$ cat src/dirp_sync.sv
// constants package and input synchroniser for the interrupt and reset pin logic
package dirp_pkg;
  // register port geometry
  localparam int unsigned DIRP_ADDR_W = 4;
  localparam int unsigned DIRP_DATA_W = 16;
  localparam int unsigned DIRP_NUM_IRQ = 4;
  localparam int unsigned DIRP_IDX_W = 2;
  // register offsets
  localparam logic [3:0] DIRP_OFS_CTRL = 4'h0;
  localparam logic [3:0] DIRP_OFS_MASK = 4'h1;
  localparam logic [3:0] DIRP_OFS_FLAG = 4'h2;
  localparam logic [3:0] DIRP_OFS_EVT_STATUS = 4'h3;
  localparam logic [3:0] DIRP_OFS_EVT_MASK = 4'h4;
  localparam logic [3:0] DIRP_OFS_PC = 4'h5;
  // control register fields
  localparam int unsigned DIRP_CTRL_GMASK_BIT = 0;
  localparam int unsigned DIRP_CTRL_MODE_BIT = 1;
  // event status fields
  localparam int unsigned DIRP_EVT_W = 3;
  localparam int unsigned DIRP_EVT_USER_BIT = 0;
  localparam int unsigned DIRP_EVT_NMI_BIT = 1;
  localparam int unsigned DIRP_EVT_RESET_BIT = 2;
  // reset values
  localparam logic DIRP_GMASK_RESET = 1'b1;
  localparam logic DIRP_MODE_RESET = 1'b0;
  localparam logic [3:0] DIRP_MASK_RESET = 4'h0;
  localparam logic [3:0] DIRP_FLAG_RESET = 4'h0;
  localparam logic [2:0] DIRP_EVT_RESET = 3'h0;
  localparam logic [15:0] DIRP_DATA_RESET = 16'h0000;
  // vector addresses
  localparam logic [15:0] DIRP_RESET_VEC = 16'hFF80;
  localparam logic [15:0] DIRP_NMI_VEC = 16'hFF88;
  localparam logic [15:0] DIRP_USER_VEC_BASE = 16'hFFC0;
  // synchroniser width and idle level of active-low pins
  localparam int unsigned DIRP_SYNC_W = 6;
  localparam logic [5:0] DIRP_SYNC_IDLE = 6'h3F;
  // core sequencing states, gray along reset -> run -> vector
  typedef enum logic [1:0]
  {
    DIRP_ST_RESET = 2'b00,
    DIRP_ST_RUN = 2'b01,
    DIRP_ST_VECTOR = 2'b11
  } dirp_state_t;
endpackage : dirp_pkg

`timescale 1ns/10ps
////////////////////////////////////////////////////////////////////////////////
// two-flop synchroniser, resets to the idle (high) level of active-low pins
module dirp_sync
(
  input wire logic core_clk,
  input wire logic rst,
  input wire logic ce,
  input wire logic [dirp_pkg::DIRP_SYNC_W-1:0] async_in,
  output logic [dirp_pkg::DIRP_SYNC_W-1:0] sync_out
);
  import dirp_pkg::*;

  logic [DIRP_SYNC_W-1:0] meta;

  // first stage feeds only the second stage
  always_ff @(posedge core_clk or posedge rst)
  begin
    if (rst)
    begin
      meta <= DIRP_SYNC_IDLE;
      sync_out <= DIRP_SYNC_IDLE;
    end
    else if (ce)
    begin
      meta <= async_in;
      sync_out <= meta;
    end
  end
endmodule : dirp_sync

$ cat src/dirp_irq_reset.sv
// pin-level interrupt, acknowledge and reset sequencing of the signal processor core
`timescale 1ns/10ps
module dirp_irq_reset
(
  input wire logic core_clk,
  input wire logic rst,
  input wire logic ce,
  input wire logic user_irq_in_0,
  input wire logic user_irq_in_1,
  input wire logic user_irq_in_2,
  input wire logic user_irq_in_3,
  input wire logic nmi_in_n,
  input wire logic reset_in_n,
  input wire logic hold_in_n,
  input wire logic out_disable_n,
  input wire logic [dirp_pkg::DIRP_DATA_W-1:0] core_data_out,
  input wire logic core_data_drive,
  input wire logic [dirp_pkg::DIRP_ADDR_W-1:0] reg_addr,
  input wire logic [dirp_pkg::DIRP_DATA_W-1:0] reg_wdata,
  input wire logic reg_wr,
  input wire logic reg_rd,
  output logic [dirp_pkg::DIRP_DATA_W-1:0] reg_rdata,
  output logic irq_acknowledge_out,
  output logic irq_acknowledge_oe,
  output logic [15:0] addr_bus_out,
  output logic [dirp_pkg::DIRP_DATA_W-1:0] data_bus_out,
  output logic data_bus_oe,
  output logic core_halted,
  output logic irq_out
);
  import dirp_pkg::*;

  ////////////////////////////////////////////////////////////////////////////
  // declarations
  logic [DIRP_SYNC_W-1:0] pins_sync;
  logic [DIRP_NUM_IRQ-1:0] user_lvl;
  logic [DIRP_NUM_IRQ-1:0] user_prev;
  logic [DIRP_NUM_IRQ-1:0] user_fall;
  logic nmi_lvl;
  logic nmi_prev;
  logic nmi_pend;
  logic reset_lvl;
  logic global_irq_mask_bit;
  logic irq_mode_bit;
  logic [DIRP_NUM_IRQ-1:0] irq_mask_reg;
  logic [DIRP_NUM_IRQ-1:0] irq_flag_reg;
  logic [DIRP_EVT_W-1:0] evt_status;
  logic [DIRP_EVT_W-1:0] evt_mask;
  logic [15:0] pc;
  dirp_state_t state;
  dirp_state_t next_state;
  logic [DIRP_NUM_IRQ-1:0] user_ready;
  logic [DIRP_IDX_W-1:0] user_pick;
  logic take_nmi;
  logic take_user;
  logic [DIRP_NUM_IRQ-1:0] take_clear;
  logic [DIRP_EVT_W-1:0] evt_set;
  logic wr_ctrl;
  logic wr_mask;
  logic wr_flag;
  logic wr_evt_mask;
  logic rd_evt;

  ////////////////////////////////////////////////////////////////////////////
  // helpers

  // choose one pending user request; mode 0 favours line 0, mode 1 favours line 3
  function automatic logic [DIRP_IDX_W-1:0] pick_irq
  (
    input logic [DIRP_NUM_IRQ-1:0] ready,
    input logic mode
  );
    logic [DIRP_IDX_W-1:0] idx;
    idx = '0;
    for (int i = DIRP_NUM_IRQ - 1; i >= 0; i--)
    begin
      if (!mode && ready[i])
      begin
        idx = DIRP_IDX_W'(i);
      end
    end
    for (int i = 0; i < DIRP_NUM_IRQ; i++)
    begin
      if (mode && ready[i])
      begin
        idx = DIRP_IDX_W'(i);
      end
    end
    return idx;
  endfunction : pick_irq

  // vector location of a user interrupt line, four words apart
  function automatic logic [15:0] user_vector
  (
    input logic [DIRP_IDX_W-1:0] idx
  );
    return DIRP_USER_VEC_BASE + {12'h000, idx, 2'b00};
  endfunction : user_vector

  ////////////////////////////////////////////////////////////////////////////
  // pin synchronisation

  // all active-low event and reset pins pass two flops first
  dirp_sync u_sync
  (
    .core_clk(core_clk),
    .rst(rst),
    .ce(ce),
    .async_in({reset_in_n, nmi_in_n, user_irq_in_3, user_irq_in_2, user_irq_in_1,
      user_irq_in_0}),
    .sync_out(pins_sync)
  );

  // split the synchronised vector into named levels
  assign user_lvl = pins_sync[DIRP_NUM_IRQ-1:0];
  assign nmi_lvl = pins_sync[DIRP_NUM_IRQ];
  assign reset_lvl = pins_sync[DIRP_NUM_IRQ+1];

  // previous levels for falling-edge detection
  always_ff @(posedge core_clk or posedge rst)
  begin
    if (rst)
    begin
      user_prev <= DIRP_SYNC_IDLE[DIRP_NUM_IRQ-1:0];
      nmi_prev <= 1'b1;
    end
    else if (ce)
    begin
      user_prev <= user_lvl;
      nmi_prev <= nmi_lvl;
    end
  end

  // a request is a high-to-low transition of a synchronised pin
  assign user_fall = user_prev & ~user_lvl;

  ////////////////////////////////////////////////////////////////////////////
  // register port decode
  assign wr_ctrl = reg_wr && (reg_addr == DIRP_OFS_CTRL);
  assign wr_mask = reg_wr && (reg_addr == DIRP_OFS_MASK);
  assign wr_flag = reg_wr && (reg_addr == DIRP_OFS_FLAG);
  assign wr_evt_mask = reg_wr && (reg_addr == DIRP_OFS_EVT_MASK);
  assign rd_evt = reg_rd && (reg_addr == DIRP_OFS_EVT_STATUS);

  ////////////////////////////////////////////////////////////////////////////
  // arbitration

  // a user line is eligible when flagged, unmasked and globally enabled
  assign user_ready = global_irq_mask_bit ? '0 : (irq_flag_reg & irq_mask_reg);
  assign user_pick = pick_irq(user_ready, irq_mode_bit);
  // nmi ignores both the global mask and the mask register
  assign take_nmi = (state == DIRP_ST_RUN) && reset_lvl && nmi_pend;
  assign take_user = (state == DIRP_ST_RUN) && reset_lvl && !nmi_pend && (|user_ready);
  assign take_clear = take_user ? (DIRP_NUM_IRQ'(1) << user_pick) : '0;

  ////////////////////////////////////////////////////////////////////////////
  // sequencing

  // next state: reset holds, run takes interrupts, vector lasts one cycle
  always_comb
  begin
    next_state = state;
    unique case (state)
      DIRP_ST_RESET:
      begin
        if (reset_lvl)
        begin
          next_state = DIRP_ST_RUN;
        end
      end
      DIRP_ST_RUN:
      begin
        if (!reset_lvl)
        begin
          next_state = DIRP_ST_RESET;
        end
        else if (take_nmi || take_user)
        begin
          next_state = DIRP_ST_VECTOR;
        end
      end
      DIRP_ST_VECTOR:
      begin
        next_state = reset_lvl ? DIRP_ST_RUN : DIRP_ST_RESET;
      end
      default:
      begin
        next_state = DIRP_ST_RESET;
      end
    endcase
  end

  // state register
  always_ff @(posedge core_clk or posedge rst)
  begin
    if (rst)
    begin
      state <= DIRP_ST_RESET;
    end
    else if (ce)
    begin
      state <= next_state;
    end
  end

  // program counter: pinned at the reset vector while reset is held
  always_ff @(posedge core_clk or posedge rst)
  begin
    if (rst)
    begin
      pc <= DIRP_RESET_VEC;
    end
    else if (ce)
    begin
      if (!reset_lvl || state == DIRP_ST_RESET)
      begin
        pc <= DIRP_RESET_VEC;
      end
      else if (take_nmi)
      begin
        pc <= DIRP_NMI_VEC;
      end
      else if (take_user)
      begin
        pc <= user_vector(user_pick);
      end
      else
      begin
        pc <= pc + 16'h0001;
      end
    end
  end

  // fetch address lines follow the counter; first run cycle shows the reset vector
  assign addr_bus_out = pc;
  assign core_halted = (state == DIRP_ST_RESET);

  // acknowledge is low exactly in the vector-fetch cycle
  always_ff @(posedge core_clk or posedge rst)
  begin
    if (rst)
    begin
      irq_acknowledge_out <= 1'b1;
    end
    else if (ce)
    begin
      irq_acknowledge_out <= (next_state != DIRP_ST_VECTOR);
    end
  end

  // acknowledge driver released while output disable is low
  assign irq_acknowledge_oe = out_disable_n;

  ////////////////////////////////////////////////////////////////////////////
  // interrupt bookkeeping

  // nmi pending latch; a new edge wins over the take
  always_ff @(posedge core_clk or posedge rst)
  begin
    if (rst)
    begin
      nmi_pend <= 1'b0;
    end
    else if (ce)
    begin
      if (!reset_lvl)
      begin
        nmi_pend <= 1'b0;
      end
      else if (nmi_prev && !nmi_lvl)
      begin
        nmi_pend <= 1'b1;
      end
      else if (take_nmi)
      begin
        nmi_pend <= 1'b0;
      end
    end
  end

  // flag register: edges set, write-one or service clears, set wins
  always_ff @(posedge core_clk or posedge rst)
  begin
    if (rst)
    begin
      irq_flag_reg <= DIRP_FLAG_RESET;
    end
    else if (ce)
    begin
      if (!reset_lvl)
      begin
        irq_flag_reg <= DIRP_FLAG_RESET;
      end
      else
      begin
        irq_flag_reg <= (irq_flag_reg & ~take_clear
          & ~(wr_flag ? reg_wdata[DIRP_NUM_IRQ-1:0] : '0)) | user_fall;
      end
    end
  end

  // control bits; taking any interrupt sets the global mask, which wins
  always_ff @(posedge core_clk or posedge rst)
  begin
    if (rst)
    begin
      global_irq_mask_bit <= DIRP_GMASK_RESET;
      irq_mode_bit <= DIRP_MODE_RESET;
    end
    else if (ce)
    begin
      if (!reset_lvl)
      begin
        global_irq_mask_bit <= DIRP_GMASK_RESET;
      end
      else if (take_nmi || take_user)
      begin
        global_irq_mask_bit <= 1'b1;
      end
      else if (wr_ctrl)
      begin
        global_irq_mask_bit <= reg_wdata[DIRP_CTRL_GMASK_BIT];
      end
      if (wr_ctrl)
      begin
        irq_mode_bit <= reg_wdata[DIRP_CTRL_MODE_BIT];
      end
    end
  end

  // interrupt mask register
  always_ff @(posedge core_clk or posedge rst)
  begin
    if (rst)
    begin
      irq_mask_reg <= DIRP_MASK_RESET;
    end
    else if (ce && wr_mask)
    begin
      irq_mask_reg <= reg_wdata[DIRP_NUM_IRQ-1:0];
    end
  end

  ////////////////////////////////////////////////////////////////////////////
  // event status and interrupt output

  // events: user taken, nmi taken, reset released
  assign evt_set = {(state == DIRP_ST_RESET) && reset_lvl, take_nmi, take_user};

  // sticky status cleared by reading it; a same-cycle event survives
  always_ff @(posedge core_clk or posedge rst)
  begin
    if (rst)
    begin
      evt_status <= DIRP_EVT_RESET;
      evt_mask <= DIRP_EVT_RESET;
    end
    else if (ce)
    begin
      evt_status <= (rd_evt ? '0 : evt_status) | evt_set;
      if (wr_evt_mask)
      begin
        evt_mask <= reg_wdata[DIRP_EVT_W-1:0];
      end
    end
  end

  assign irq_out = |(evt_status & evt_mask);

  ////////////////////////////////////////////////////////////////////////////
  // register read data, one cycle after the strobe
  always_ff @(posedge core_clk or posedge rst)
  begin
    if (rst)
    begin
      reg_rdata <= DIRP_DATA_RESET;
    end
    else if (ce)
    begin
      reg_rdata <= DIRP_DATA_RESET;
      if (reg_rd)
      begin
        unique case (reg_addr)
          DIRP_OFS_CTRL: reg_rdata <= {14'h0000, irq_mode_bit, global_irq_mask_bit};
          DIRP_OFS_MASK: reg_rdata <= {12'h000, irq_mask_reg};
          DIRP_OFS_FLAG: reg_rdata <= {12'h000, irq_flag_reg};
          DIRP_OFS_EVT_STATUS: reg_rdata <= {13'h0000, evt_status};
          DIRP_OFS_EVT_MASK: reg_rdata <= {13'h0000, evt_mask};
          DIRP_OFS_PC: reg_rdata <= pc;
          default: reg_rdata <= DIRP_DATA_RESET;
        endcase
      end
    end
  end

  ////////////////////////////////////////////////////////////////////////////
  // data bus driver

  // bus driven only while running, not held, core driving and not disabled
  always_ff @(posedge core_clk or posedge rst)
  begin
    if (rst)
    begin
      data_bus_out <= DIRP_DATA_RESET;
      data_bus_oe <= 1'b0;
    end
    else if (ce)
    begin
      data_bus_out <= core_data_out;
      data_bus_oe <= core_data_drive && reset_lvl && hold_in_n && out_disable_n
        && (next_state != DIRP_ST_RESET);
    end
  end
endmodule : dirp_irq_reset

$ cat config.mk
export PLATFORM = sky130hd
export DESIGN_NAME = dirp_irq_reset
export DESIGN_NICKNAME = d
export VERILOG_FILES = /design/src/dirp_sync.sv /design/src/dirp_irq_reset.sv
export SDC_FILE = /design/constraint.sdc
export NUM_CORES = 1
export LEC_CHECK = 0
export ABC_AREA = 1
export BUFFER_PORTS_ARGS = -buffer_cell sky130_fd_sc_hd__buf_4
export CAP_MARGIN = 20
export CORE_MARGIN = 5
export CORE_UTILIZATION = 30
export CTS_BUF_LIST = sky130_fd_sc_hd__clkbuf_8
export CTS_CLUSTER_SIZE = 14
export DETAILED_ROUTE_END_ITERATION = 16
export GPL_TIMING_DRIVEN = 0
export PLACE_DENSITY_LB_ADDON = 0.08
export SETUP_SLACK_MARGIN = 0.05
export SLEW_MARGIN = 20
export SYNTH_ARGS = -nofsm -noshare
export SYNTH_HDL_FRONTEND = slang
export SYNTH_HIERARCHICAL = 1
export SYNTH_SLANG_ARGS = --single-unit
$ cat constraint.sdc
create_clock -name core_clk -period 1.9 [get_ports core_clk]
set_input_delay 0.19 -clock core_clk [delete_from_list [all_inputs] [get_ports core_clk]]
set_output_delay 0.19 -clock core_clk [all_outputs]
set_load 0.01 [all_outputs]
Word level (Yosys, flattened, before mapping)
Index checks and enable logic that the tools add are counted.
Storage, ports and cells
  bits in registers: 86
  input bits: 50
  output and inout bits: 53
  word-level logic and storage cells: 108
Operators by class
  $add $sub $neg: 2
  equality and inequality tests: 10
  shift-type cells: 1
  mux-type cells: 29
  bitwise gates (word level): 10
  reduce and logical (&&, ||, !) cells: 39
Operators by type and width (number)
  16-bit one-hot mux with 6 select lines: 1
  16-bit two-way mux: 4
  1-bit logical AND: 24
  2-bit two-way mux: 11
  16-bit by 1-bit adder with 16-bit output (second input constant): 1
  4-bit AND: 4
  4-bit two-way mux: 4
  4-bit inverter: 3
  7-bit by 5-bit adder with 8-bit output (first input constant): 1
  4-bit by 2-bit == test with 1-bit output (second input constant): 2
  4-bit by 3-bit == test with 1-bit output (second input constant): 2
  2-bit AND reduction: 4
  1-bit two-way mux: 7
  3-bit != test (second input constant): 2
  2-bit one-hot mux with 3 select lines: 1
  4-bit by 1-bit == test with 1-bit output (second input constant): 1
  1-bit logical NOT: 4
  4-bit logical NOT: 1
  4-bit bitwise OR: 1
  4-bit OR reduction: 1
  1-bit by 2-bit left shift with 4-bit output (first input constant): 1
  3-bit AND: 1
  3-bit two-way mux: 1
  3-bit bitwise OR: 1
  other kinds (7): 8

Longest topological paths before layout
Gate-level depths: netlist of the first run.
  depth in word-level cells: 18
  depth in mapped cells: 12

By module
Netlist of the first run, hierarchy kept.
By module, submodules not included
  dirp_irq_reset: times used 1, cells each 450, area each 3568.4 µm², sequential area each 1871.8 µm²
  dirp_sync: times used 1, cells each 52, area each 476.7 µm², sequential area each 315.3 µm²

Worst setup path before layout of the first run
No wires, ideal clock.
  path type: flip-flop to flip-flop
  start: register pc[8] (netlist: addr_bus_out[8])
  end: register pc[13] (netlist: addr_bus_out[13])
  library setup time: 0.080 ns
  arrival: 1.420 ns
  required time: 1.820 ns
  slack: 0.400 ns
  stages on the path, launching flop included: 8
  path buffers: 0
  clock period less this slack: 1.500 ns
  path through: dfstp_2 inv_1 nor3_2 nand3_1 nor2_2 nand3_1 xor2_1 nand2_1
On the way
  longest elaborated chain between the ends: 4
RTL lines
  start: declaration: RTL line dirp_irq_reset.sv:49  | logic [15:0] pc;
  start signal: assignment: RTL line dirp_irq_reset.sv:225  | pc <= user_vector(user_pick);
  start signal: assignment: RTL line dirp_irq_reset.sv:229  | pc <= pc + 16'h0001;
  16-bit by 1-bit adder with 16-bit output: RTL line dirp_irq_reset.sv:229
  16-bit two-way mux: RTL line dirp_irq_reset.sv:223  | else if (take_user)
  16-bit two-way mux: RTL line dirp_irq_reset.sv:219  | else if (take_nmi)
  16-bit two-way mux: RTL line dirp_irq_reset.sv:215  | if (!reset_lvl || state == DIRP_ST_RESET)
No other way between the ends.
A chain may end at the register's enable or synchronous reset.

Final worst setup path of the first run
  start: register global_irq_mask_bit
  end: register pc[5] (netlist: addr_bus_out[5])
On the way
  longest elaborated chain between the ends: 14
  elaborated cells on any way between the ends: 23
  those cells by class: 1 x add/sub; 12 x mux; 10 x reduce/logical
RTL lines
  start: declaration: RTL line dirp_irq_reset.sv:43  | logic global_irq_mask_bit;
  start signal: assignment: RTL line dirp_irq_reset.sv:322  | global_irq_mask_bit <= reg_wdata[DIRP_CTRL_GMASK_BIT];
  4-bit two-way mux (*): RTL line dirp_irq_reset.sv:149  | assign user_ready = global_irq_mask_bit ? '0 : (irq_flag_reg & irq_mask_reg);
  1-bit logical AND: RTL line dirp_irq_reset.sv:77  | if (!mode && ready[i])
  2-bit two-way mux (4 in series): RTL line dirp_irq_reset.sv:77
  2-bit two-way mux (4 in series): RTL line dirp_irq_reset.sv:84  | if (mode && ready[i])
  7-bit by 5-bit adder with 8-bit output: RTL line dirp_irq_reset.sv:97  | return DIRP_USER_VEC_BASE + {12'h000, idx, 2'b00};
  16-bit two-way mux (*): RTL line dirp_irq_reset.sv:223
  16-bit two-way mux (*): RTL line dirp_irq_reset.sv:219
  16-bit two-way mux (*): RTL line dirp_irq_reset.sv:215
Mark *: on every way between the ends. The rest lies on a longest branch, timed or not.

==> results of run 1 <==
[final cells by class]
| type | instances | area (um2) | area share, % |
|---|---|---|---|
| inverter | 57 | 218 | 4.08 |
| multi-input combinational | 346 | 1580 | 29.6 |
| timing repair buffer | 105 | 846 | 15.9 |
| clock inverter | 6 | 77.6 | 1.45 |
| clock buffer | 10 | 138 | 2.58 |
| buffer | 13 | 66.3 | 1.24 |
| sequential | 86 | 2190 | 41.0 |
| tap | 176 | 220 | 4.13 |
[per-layer routing]
| layer | routed length, um | vias up | part of all wire [%] |
|---|---|---|---|
| met5 | 0 | - | 0 |
| met4 | 176 | 0 | 1.6 |
| met3 | 606 | 11 | 5.5 |
| met2 | 4900 | 80 | 45 |
| met1 | 5260 | 1629 | 48 |
| li1 | - | 1802 | - |
[cell usage after synthesis, types with 5 or more instances]
library cell  count
clkbuf_1          8
xor2_1            8
nor2_1           20
o21ai_0          29
nand2_1         199
dfstp_2          28
or2_2             5
dfrtp_1          58
a21oi_1           6
o21ai_1          25
nand3_1          22
inv_2             8
inv_1            47
nand4_1           6
[layout by cell type (no fill, tap or decap), types with 2 or more instances in the layout]
cell           Yosys  routed
nand2_2            4       4
nand3_1           22      22
nand2_1          199     199
clkbuf_1           8       8
buf_12             0       2
inv_2              8       8
dfrtp_1           58      58
o21ai_0           29      29
nand3_2            2       2
buf_4              2      92
a21oi_1            6       6
o21ai_1           25      25
nor2_2             4       5
clkinv_2           0       2
nor2_1            20      19
xor2_1             8       8
dfstp_2           28      28
buf_2              2       2
nand4_1            6       6
clkbuf_8           0      10
inv_1             47      47
nor3_2             3       3
bufinv_16          0       2
nor3_1             4       4
dlygate4sd3_1      0      13
o211ai_1           3       3
clkinv_1           2       3
or2_2              5       5
[timing repair]
item	CTS	global route
hold endpoints to repair	25	0
hold buffers	13	0
buffers inserted	0	0
endpoints found under the setup margin	0	3
gates resized for setup	0	1
[logic make-up after synthesis]
kind of cell	count (synthesis)	share of synthesized area, %
flip-flops	86	54.1
AND/OR/NAND/NOR	270	28.0
XOR/XNOR	8	1.73
AO/OA/AOI/OAI	67	8.97
buffers and inverters	70	6.93
adder cells (fa/ha/maj)	1	0.309
[path summary, 6_finish.rpt]
kind                            cells after the start            endpoint  slack (ps)
max in group asynchronous                           4    addr_bus_out[12]         950
worst max register to register                     10     addr_bus_out[5]         220
worst min-delay path                                3    data_bus_out[11]          20
min in group asynchronous                           3     data_bus_out[9]         380
worst max-delay path                               10     addr_bus_out[5]         220
worst min register to register                      2  u_sync/sync_out[2]         460
[where the power goes]
part / internal [mW] / leakage [nW] / switching (mW)
clock: 0.763 / 0.115 / 0.669
sequential: 1.99 / 1.06 / 0.106
combinational: 0.238 / 1.54 / 0.292
total: 2.99 / 2.71 / 1.07
[worst max-delay path: cells and delay by family, from the launching register on]
kind,cells,cell delay [ps]
flops,1,600
simple gates,6,540
compound gates,1,250
buf+inv,3,210
[stage by stage]
step / area (um2) / std cells / worst slack [ps] / util, %
floorplan: 4050 / 502 / 400 / -
global placement: 4940 / 768 / 163 / 37.3
detailed placement: 4980 / 770 / 188 / 37.6
CTS: 5330 / 799 / 160 / 40.2
global route: 5330 / 799 / 57.6 / 40.3
finish: 5330 / 799 / 223 / 40.3
==> results.sh, run 1 <==
export IMPL_outcome="complete, no violations"
export IMPL_library_cell_occupying_the_most_area_in_the_post_synthesis_netlist="dfrtp_1"
export IMPL_clk_path_buf_depth=2
export IMPL_vias_per_cell=4.41
export IMPL_rr_startpoint="global_irq_mask_bit"
export IMPL_global_route_peak_usage_layer="met2"
export IMPL_final_worst_path_period_need_ps=1680
export IMPL_cts_max_level=3
export IMPL_gr_total_overflow=0
export IMPL_finalSetupTns_ps=0
export IMPL_timing_worst_setup_path_type="flip-flop to flip-flop"
export IMPL_kind_of_start_point_of_the_critical_path="flip-flop"
export IMPL_holdCritStartpoint="core_data_out[11]"
export IMPL_numCtsBuffers=9
export IMPL_synth_top_area_share_pct=35.9
export IMPL_die_h_um=126
export IMPL_antenna_cells=0
export IMPL_register_bit_total_from_synthesis=86
export IMPL_synth_edff_count=0
export IMPL_detail_route_wirelength_um=10900
export IMPL_synth_main_ff_cell="dfrtp_1"
export IMPL_syn_area_um2=4050
export IMPL_p_r_area_growth_vs_syn_pct=31.8
export IMPL_fmaxAchievable_mhz=596
export IMPL_place_port_buffers=90
export IMPL_drc_violations_left=0
export IMPL_fraction_of_layout_instances_using_a_drive_strength_above_1_pct=27.1
export IMPL_hp_class="primary input to flip-flop"
export IMPL_final_period_utilization_pct=88.3
export IMPL_core_area_um2=13200
export IMPL_worstSetupEndpointType="flip-flop"
export IMPL_worst_path_max_fanout=10
export IMPL_place_gp_congestion=0.851
export IMPL_antenna_violations_before_repair=0
export IMPL_critical_path_required_ps=2210
export IMPL_met3_track_demand_over_resource_in_global_routing_pct=3.39
export IMPL_dr_total_vias=3522
export IMPL_finalMaxSlewViolations=0
export IMPL_unrepaired_setup_endpoints_after_global_routing="false"
export IMPL_clock_latency_ps=370
export IMPL_cap_viol_max_count=0
export IMPL_worstSetupStartpoint="global_irq_mask_bit"
export IMPL_final_net_count=669
export IMPL_detail_route_antenna_nets=0
export IMPL_worst_ep_arrival_ps=1990
export IMPL_worst_vdd_rail_ir_drop_uv=375
export IMPL_first_pass_iters=4
export IMPL_power_density_nw_per_um2=761
export IMPL_grt_pass1_wl_um=18400
export IMPL_tritoncts_clock_tree="done"
export IMPL_fill_count=1419
export IMPL_cts_num_sinks=86
export IMPL_grt_start_max_net_pins=33
export IMPL_groute_layer_met2_usage_pct=22.3
export IMPL_io_pins=103
export IMPL_first_global_vias=3630
export IMPL_power_mw=4.06
export IMPL_ys_types=30
export IMPL_synthesis_nets=553
export IMPL_detailedRoute_firstIterationViolations=209
export IMPL_initial_core_util_pct=30.5
export IMPL_whs_ps=19.5
export IMPL_worst_path_max_delay_cell="dfstp_2"
export IMPL_cpPeakStageDelay_ps=600
export IMPL_row_count=42
export IMPL_worst_setup_hold_path_clk_slew_ps=90
export IMPL_yosysWarnings=6
export IMPL_drt_wirelength_per_cell_um=13.7
export IMPL_final_setup_skew_ps=15.5
export IMPL_synth_yosys_seq_area_share_pct=54.1
export IMPL_clock_tree_root_cell="clkbuf_8"
export IMPL_hpwlAfterDp_um=8230
export IMPL_final_hold_violation_count=0
export IMPL_slew_headroom_pct=59.6
export IMPL_cellLeakagePower_nw=2.71
export IMPL_ys_async_rst_share_pct=100
export IMPL_die_area_um2=15900
export IMPL_netlist_instances=502
export IMPL_avgSynthCellArea_um2=8.06
export IMPL_die_w_um=126
export IMPL_use_met1_pct=19.6
export IMPL_overall_fraction_of_global_route_tracks_in_use_pct=14.4
export IMPL_path_cells="inv_2, nand3_2, nand2_2, o21ai_4, nand2_2, inv_2, nand2_2, nand2_4, inv_2, nor2_2"
export IMPL_synth_top_cells_by_area="dfrtp_1 (36%), nand2_1 (18%), dfstp_2 (18%)"
export IMPL_final_setup_viol_count=0
export IMPL_max_slew_worst_pin_slew_ps=603
(Power assumes the default switching activity.)
==> inputs of run 2 (changes only) <==
--- a/config.mk
+++ b/config.mk
@@ -5,9 +5,9 @@
 export SDC_FILE = /design/constraint.sdc
 export NUM_CORES = 1
 export LEC_CHECK = 0
-export ABC_AREA = 1
 export BUFFER_PORTS_ARGS = -buffer_cell sky130_fd_sc_hd__buf_4
 export CAP_MARGIN = 20
+export CORE_ASPECT_RATIO = 1.2
 export CORE_MARGIN = 5
 export CORE_UTILIZATION = 30
 export CTS_BUF_LIST = sky130_fd_sc_hd__clkbuf_8
@@ -15,6 +15,7 @@
 export DETAILED_ROUTE_END_ITERATION = 16
 export GPL_TIMING_DRIVEN = 0
 export PLACE_DENSITY_LB_ADDON = 0.08
+export RECOVER_POWER = 50
 export SETUP_SLACK_MARGIN = 0.05
 export SLEW_MARGIN = 20
 export SYNTH_ARGS = -nofsm -noshare
==> results.sh, run 2 <==
export IMPL_placed_cells_incl_taps=592
export IMPL_fraction_of_layout_instances_using_a_drive_strength_above_1_pct=40.0
export IMPL_worst_path_max_fanout=7
export IMPL_synth_top_area_share_pct=35.6
export IMPL_first_pass_iters=4
export IMPL_postCtsSetupRepairBufs=0
export IMPL_unrepaired_setup_endpoints_after_global_routing="false"
export IMPL_worstSetupEndpointType="flip-flop"
export IMPL_synth_yosys_seq_area_share_pct=53.7
export IMPL_yosysWarnings=6
export IMPL_io_pins=103
export IMPL_outcome="complete, no violations"
export IMPL_multiInputGateArea_um2=1770
export IMPL_layout_cells_most_common_list="buf_4 (69), dfrtp_1 (57), mux2_2 (36), nand2_1 (36), clkbuf_1 (28)"
export IMPL_cpPeakStageDelay_ps=630
export IMPL_antenna_violations_before_repair=0
export IMPL_synth_main_ff_cell="dfrtp_1"
export IMPL_initial_core_util_pct=30.6
export IMPL_library_cell_occupying_the_most_area_in_the_post_synthesis_netlist="dfrtp_1"
export IMPL_critical_path_required_ps=2150
export IMPL_detail_route_antenna_nets=0
export IMPL_worst_path_buf_inv=0
export IMPL_first_global_vias=3076
export IMPL_drt_wirelength_per_cell_um=17.2
export IMPL_final_worst_path_period_need_ps=1750
export IMPL_worst_vdd_rail_ir_drop_uv=309
export IMPL_die_h_um=138
export IMPL_whs_ps=52.2
export IMPL_tritoncts_clock_tree="done"
export IMPL_timing_worst_setup_path_type="flip-flop to flip-flop"
export IMPL_detailedRoute_firstIterationViolations=121
export IMPL_clock_latency_ps=360
export IMPL_slew_headroom_pct=25.0
export IMPL_cts_num_sinks=86
export IMPL_worst_setup_hold_path_clk_slew_ps=80
export IMPL_cellLeakagePower_nw=2.21
export IMPL_worstSetupStartpoint="u_sync/sync_out[5]"
export IMPL_power_density_nw_per_um2=847
export IMPL_synth_edff_count=0
export IMPL_ys_types=63
export IMPL_grt_pass1_wl_um=17100
export IMPL_grt_start_max_net_pins=33
export IMPL_path_delay_family="compound AO/OA/AOI/OAI gates"
export IMPL_synth_common_cells="dfrtp_1 (58), nand2_1 (37), mux2_2 (36)"
export IMPL_place_port_buffers=89
export IMPL_kind_of_start_point_of_the_critical_path="flip-flop"
export IMPL_avgSynthCellArea_um2=12.2
export IMPL_die_area_um2=16000
export IMPL_cts_max_level=3
export IMPL_overall_fraction_of_global_route_tracks_in_use_pct=13.9
export IMPL_finalMaxSlewViolations=0
export IMPL_path_cells="nand4bb_4, a2111oi_4, a221oi_1, a211o_1"
export IMPL_row_count=46
export IMPL_netlist_instances=333
export IMPL_dr_total_vias=2995
export IMPL_final_period_utilization_pct=92.1
export IMPL_hpwlAfterDp_um=7860
export IMPL_p_r_area_growth_vs_syn_pct=25.5
export IMPL_drc_violations_left=0
export IMPL_finalSetupTns_ps=0
export IMPL_fill_count=1362
export IMPL_cap_viol_max_count=0
export IMPL_register_area_um2=2190
export IMPL_clk_path_buf_depth=2
export IMPL_clock_tree_root_cell="clkbuf_8"
export IMPL_worst_path_max_delay_cell="dfstp_2"
export IMPL_register_bit_total_from_synthesis=86
export IMPL_detail_route_wirelength_um=10500
export IMPL_numCtsBuffers=9
export IMPL_holdCritStartpoint="nmi_in_n"
export IMPL_rr_startpoint="u_sync/sync_out[5]"
export IMPL_synthesis_nets=384
export IMPL_gr_total_overflow=0
export IMPL_max_slew_worst_pin_slew_ps=1120
export IMPL_layout_cells_most_common="buf_4"
export IMPL_final_setup_viol_count=0
export IMPL_core_area_um2=13300
export IMPL_worst_ep_arrival_ps=2000
export IMPL_fmaxAchievable_mhz=571
export IMPL_synth_top_cells_by_area="dfrtp_1 (36%), dfstp_2 (18%), mux2_2 (10%)"
export IMPL_die_w_um=116
export IMPL_ys_async_rst_share_pct=100
export IMPL_power_mw=4.33
export IMPL_final_hold_violation_count=0
export IMPL_antenna_cells=0
export IMPL_finish_cell_count_without_fillers=608
export IMPL_final_setup_skew_ps=8.02
export IMPL_final_net_count=486
export IMPL_syn_area_um2=4070
export IMPL_vias_per_cell=4.93
export IMPL_post_synth_top_count_cell="dfrtp_1"
export IMPL_place_gp_congestion=0.811
export IMPL_hp_class="primary input to flip-flop"
run 2: changes by cell type after synthesis, sizes merged, moves of 7 or more:
cell and delta:
nand3 -19, o21ai -43, a22o +11, inv -41
a21oi +7, nor2 -14, mux2 +46, nand2 -166
run 2: cell families after synthesis:
logic type                 count (synthesis)  synth area share [%]
muxes                                     50                  14.9
xor gates and xnor gates                  10                  2.15
and+or+nand+nor                           87                  12.0
adders and majority gates                  1                 0.307
AOI/OAI and AO/OA                         70                  13.7
DFF                                       86                  53.7
buffers and inverters                     29                  3.17
run 2: path summary, 6_finish.rpt:
check                                        to  slack, ps  cells past startpoint
worst max-delay path            irq_flag_reg[0]        150                      4
worst min-delay path             u_sync/meta[4]         50                      2
worst max register to register  irq_flag_reg[0]        150                      4
worst min register to register     reg_rdata[3]        490                      1
max in group asynchronous       addr_bus_out[8]        400                      5
min in group asynchronous       irq_flag_reg[3]        590                      3
run 2: timing repair:
item / CTS / global route
setup endpoints to repair: 0 / 9
endpoints found under the hold margin: 18 / 0
hold buffers: 1 / 0
gates resized for setup: 0 / 6
run 2: where the power goes:
group / internal [mW] / switching (mW)
registers: 2.07 / 0.246
clock network: 0.507 / 0.677
logic: 0.429 / 0.394
run 2: final cells by class:
class | count | area share, %
clock inverters | 6 | 0.759
repair buffers | 92 | 12.7
multi-input cells | 218 | 34.6
well taps | 168 | 4.11
inverters | 14 | 1.05
flip-flops and latches | 86 | 42.8
clock buffers | 10 | 2.69
plain buffers | 14 | 1.35
run 2: per-layer routing:
layer / wire length, um / share of wire (%) / vias up / track usage (%)
met3: 570 / 5.4 / 18 / 3.43
met1: 4680 / 45 / 1478 / 18.5
met2: 4980 / 48 / 75 / 21.4
li1: - / - / 1424 / -
met5: 0 / 0 / - / 0
met4: 247 / 2.4 / 0 / 6.19
run 2: metrics by stage:
step	worst slack [ps]	util, %	area (um2)
final	150	38.4	5110
after global routing	53.4	38.4	5110
after CTS	64.6	39.0	5190
after detailed placement	74.1	37.6	5000
after global placement	70.2	37.3	4950
after floorplan	260	-	4080
==> inputs of run 3 (changes only) <==
--- a/config.mk
+++ b/config.mk
@@ -15,7 +15,7 @@
 export DETAILED_ROUTE_END_ITERATION = 16
 export GPL_TIMING_DRIVEN = 0
 export PLACE_DENSITY_LB_ADDON = 0.08
-export RECOVER_POWER = 50
+export RECOVER_POWER = 25
 export SETUP_SLACK_MARGIN = 0.05
 export SLEW_MARGIN = 20
 export SYNTH_ARGS = -nofsm -noshare
==> results.sh, run 3 (synthesized netlist as in run 2, its figures left out) <==
export IMPL_cts_num_sinks=86
export IMPL_clk_path_buf_depth=2
export IMPL_core_area_um2=13300
export IMPL_number_of_cells_on_the_worst_reg_to_reg_path=4
export IMPL_row_count=46
export IMPL_cap_viol_max_count=0
export IMPL_detail_route_antenna_nets=0
export IMPL_initial_core_util_pct=30.6
export IMPL_tritoncts_clock_tree="done"
export IMPL_first_global_vias=3076
export IMPL_worst_ep_arrival_ps=2000
export IMPL_grt_start_max_net_pins=33
export IMPL_final_hold_violation_count=0
export IMPL_max_slew_worst_pin_slew_ps=1120
export IMPL_clock_latency_ps=360
export IMPL_worst_path_max_fanout=7
export IMPL_cpPeakStageDelay_ps=620
export IMPL_finalMaxSlewViolations=0
export IMPL_fraction_of_layout_instances_using_a_drive_strength_above_1_pct=44.8
export IMPL_antenna_violations_before_repair=0
export IMPL_worst_setup_hold_path_clk_slew_ps=90
export IMPL_grt_pass1_wl_um=17100
export IMPL_cellLeakagePower_nw=2.29
export IMPL_kind_of_start_point_of_the_critical_path="flip-flop"
export IMPL_final_setup_skew_ps=8.01
export IMPL_slew_headroom_pct=24.8
export IMPL_dr_total_vias=2997
export IMPL_cts_max_level=3
export IMPL_layout_cells_most_common="buf_4"
export IMPL_p_r_area_growth_vs_syn_pct=27.4
export IMPL_worst_vdd_rail_ir_drop_uv=309
export IMPL_outcome="complete, no violations"
export IMPL_power_mw=4.35
export IMPL_layout_cells_most_common_list="buf_4 (88), dfrtp_1 (57), mux2_2 (36), nand2_1 (36), dfstp_2 (20)"
export IMPL_die_h_um=138
export IMPL_io_pins=103
export IMPL_critical_path_required_ps=2150
export IMPL_hp_class="primary input to flip-flop"
export IMPL_place_gp_congestion=0.811
export IMPL_final_period_utilization_pct=92.0
export IMPL_final_setup_viol_count=0
export IMPL_finalSetupTns_ps=0
export IMPL_worstSetupEndpointType="flip-flop"
export IMPL_worstHoldPathCells=2
export IMPL_drc_violations_left=0
export IMPL_detail_route_wirelength_um=10500
export IMPL_die_area_um2=16000
export IMPL_first_pass_iters=4
export IMPL_fmaxAchievable_mhz=572
export IMPL_path_cells="nand4bb_4, a2111oi_4, a221oi_1, a211o_1"
export IMPL_clock_tree_root_cell="clkbuf_8"
export IMPL_final_worst_path_period_need_ps=1750
export IMPL_hpwlAfterDp_um=7860
export IMPL_final_net_count=486
export IMPL_detailedRoute_firstIterationViolations=135
export IMPL_overall_fraction_of_global_route_tracks_in_use_pct=13.9
export IMPL_worst_path_max_delay_cell="dfstp_2"
export IMPL_die_w_um=116
export IMPL_antenna_cells=0
export IMPL_gr_total_overflow=0
export IMPL_drt_wirelength_per_cell_um=17.2
export IMPL_timing_worst_setup_path_type="flip-flop to flip-flop"
export IMPL_unrepaired_setup_endpoints_after_global_routing="false"
export IMPL_vias_per_cell=4.93
export IMPL_numCtsBuffers=9
export IMPL_place_port_buffers=89
export IMPL_power_density_nw_per_um2=839
==> run 3: cell count changes in the layout (fill, tap and decap cells not counted) <==
| cell | delta |
|---|---|
| clkbuf_1 | -22 |
| buf_4 | +19 |
| buf_2 | +2 |
| buf_1 | +1 |
==> run 3: layout make-up <==
| cell class | count | area, um2 |
|---|---|---|
| multi-input combinational | 218 | 1770 |
| fill | 1333 | 8110 |
| clock buffer | 10 | 138 |
| buffer | 14 | 71.3 |
| tap | 168 | 210 |
| timing repair buffer | 92 | 718 |
| inverter | 14 | 53.8 |
| sequential | 86 | 2190 |
| clock inverter | 6 | 38.8 |
==> run 3: worst max-delay path, delay by kind of cell (launching register included) <==
family           cells  cell delay [ps]
AND/OR/NAND/NOR      1              170
flip-flops           1              620
AO/OA/AOI/OAI        3              840
==> run 3: final timing paths <==
| kind | from | end | slack (ps) |
|---|---|---|---|
| setup / recovery | u_sync/sync_out[5] | irq_flag_reg[0] | 150 |
| hold / removal | nmi_in_n | u_sync/meta[4] | 50 |
| setup reg to reg | u_sync/sync_out[5] | irq_flag_reg[0] | 150 |
| hold reg to reg | reg_rdata[3] | reg_rdata[3] | 490 |
| max in group asynchronous | rst | addr_bus_out[8] | 400 |
| min in group asynchronous | rst | data_bus_out[14] | 590 |
==> run 3: metrics by stage <==
step	cell area [um2]	worst slack, ps	instances	hold WS (ps)	util [%]
after floorplan	4080	260	333	319	-
after global placement	4950	70.2	590	421	37.3
after detailed placement	5000	74.1	592	285	37.6
after CTS	5190	64.6	609	30.2	39.0
after global routing	5180	53.4	608	24.8	39.0
final	5180	152	608	49.8	39.0
==> run 3: routing by layer <==
layer | up-vias | wire (um) | part of all wire [%] | global-route usage [%]
met2 | 76 | 4960 | 47 | 21.4
met5 | - | 0 | 0 | 0
met1 | 1480 | 4690 | 45 | 18.5
li1 | 1422 | - | - | -
met4 | 0 | 291 | 2.8 | 6.19
met3 | 19 | 509 | 4.9 | 3.43
==> run 3: power by group <==
part / internal, mW / switching, mW
sequential: 2.07 / 0.249
combinational: 0.452 / 0.393
clock: 0.506 / 0.678
==> run 3: what timing repair did <==
item,4_1_cts,5_1_grt
hold buffers,1,0
setup buffers,0,0
endpoints found under the hold margin,18,0
setup endpoints to repair,0,9
gates resized for setup,0,6
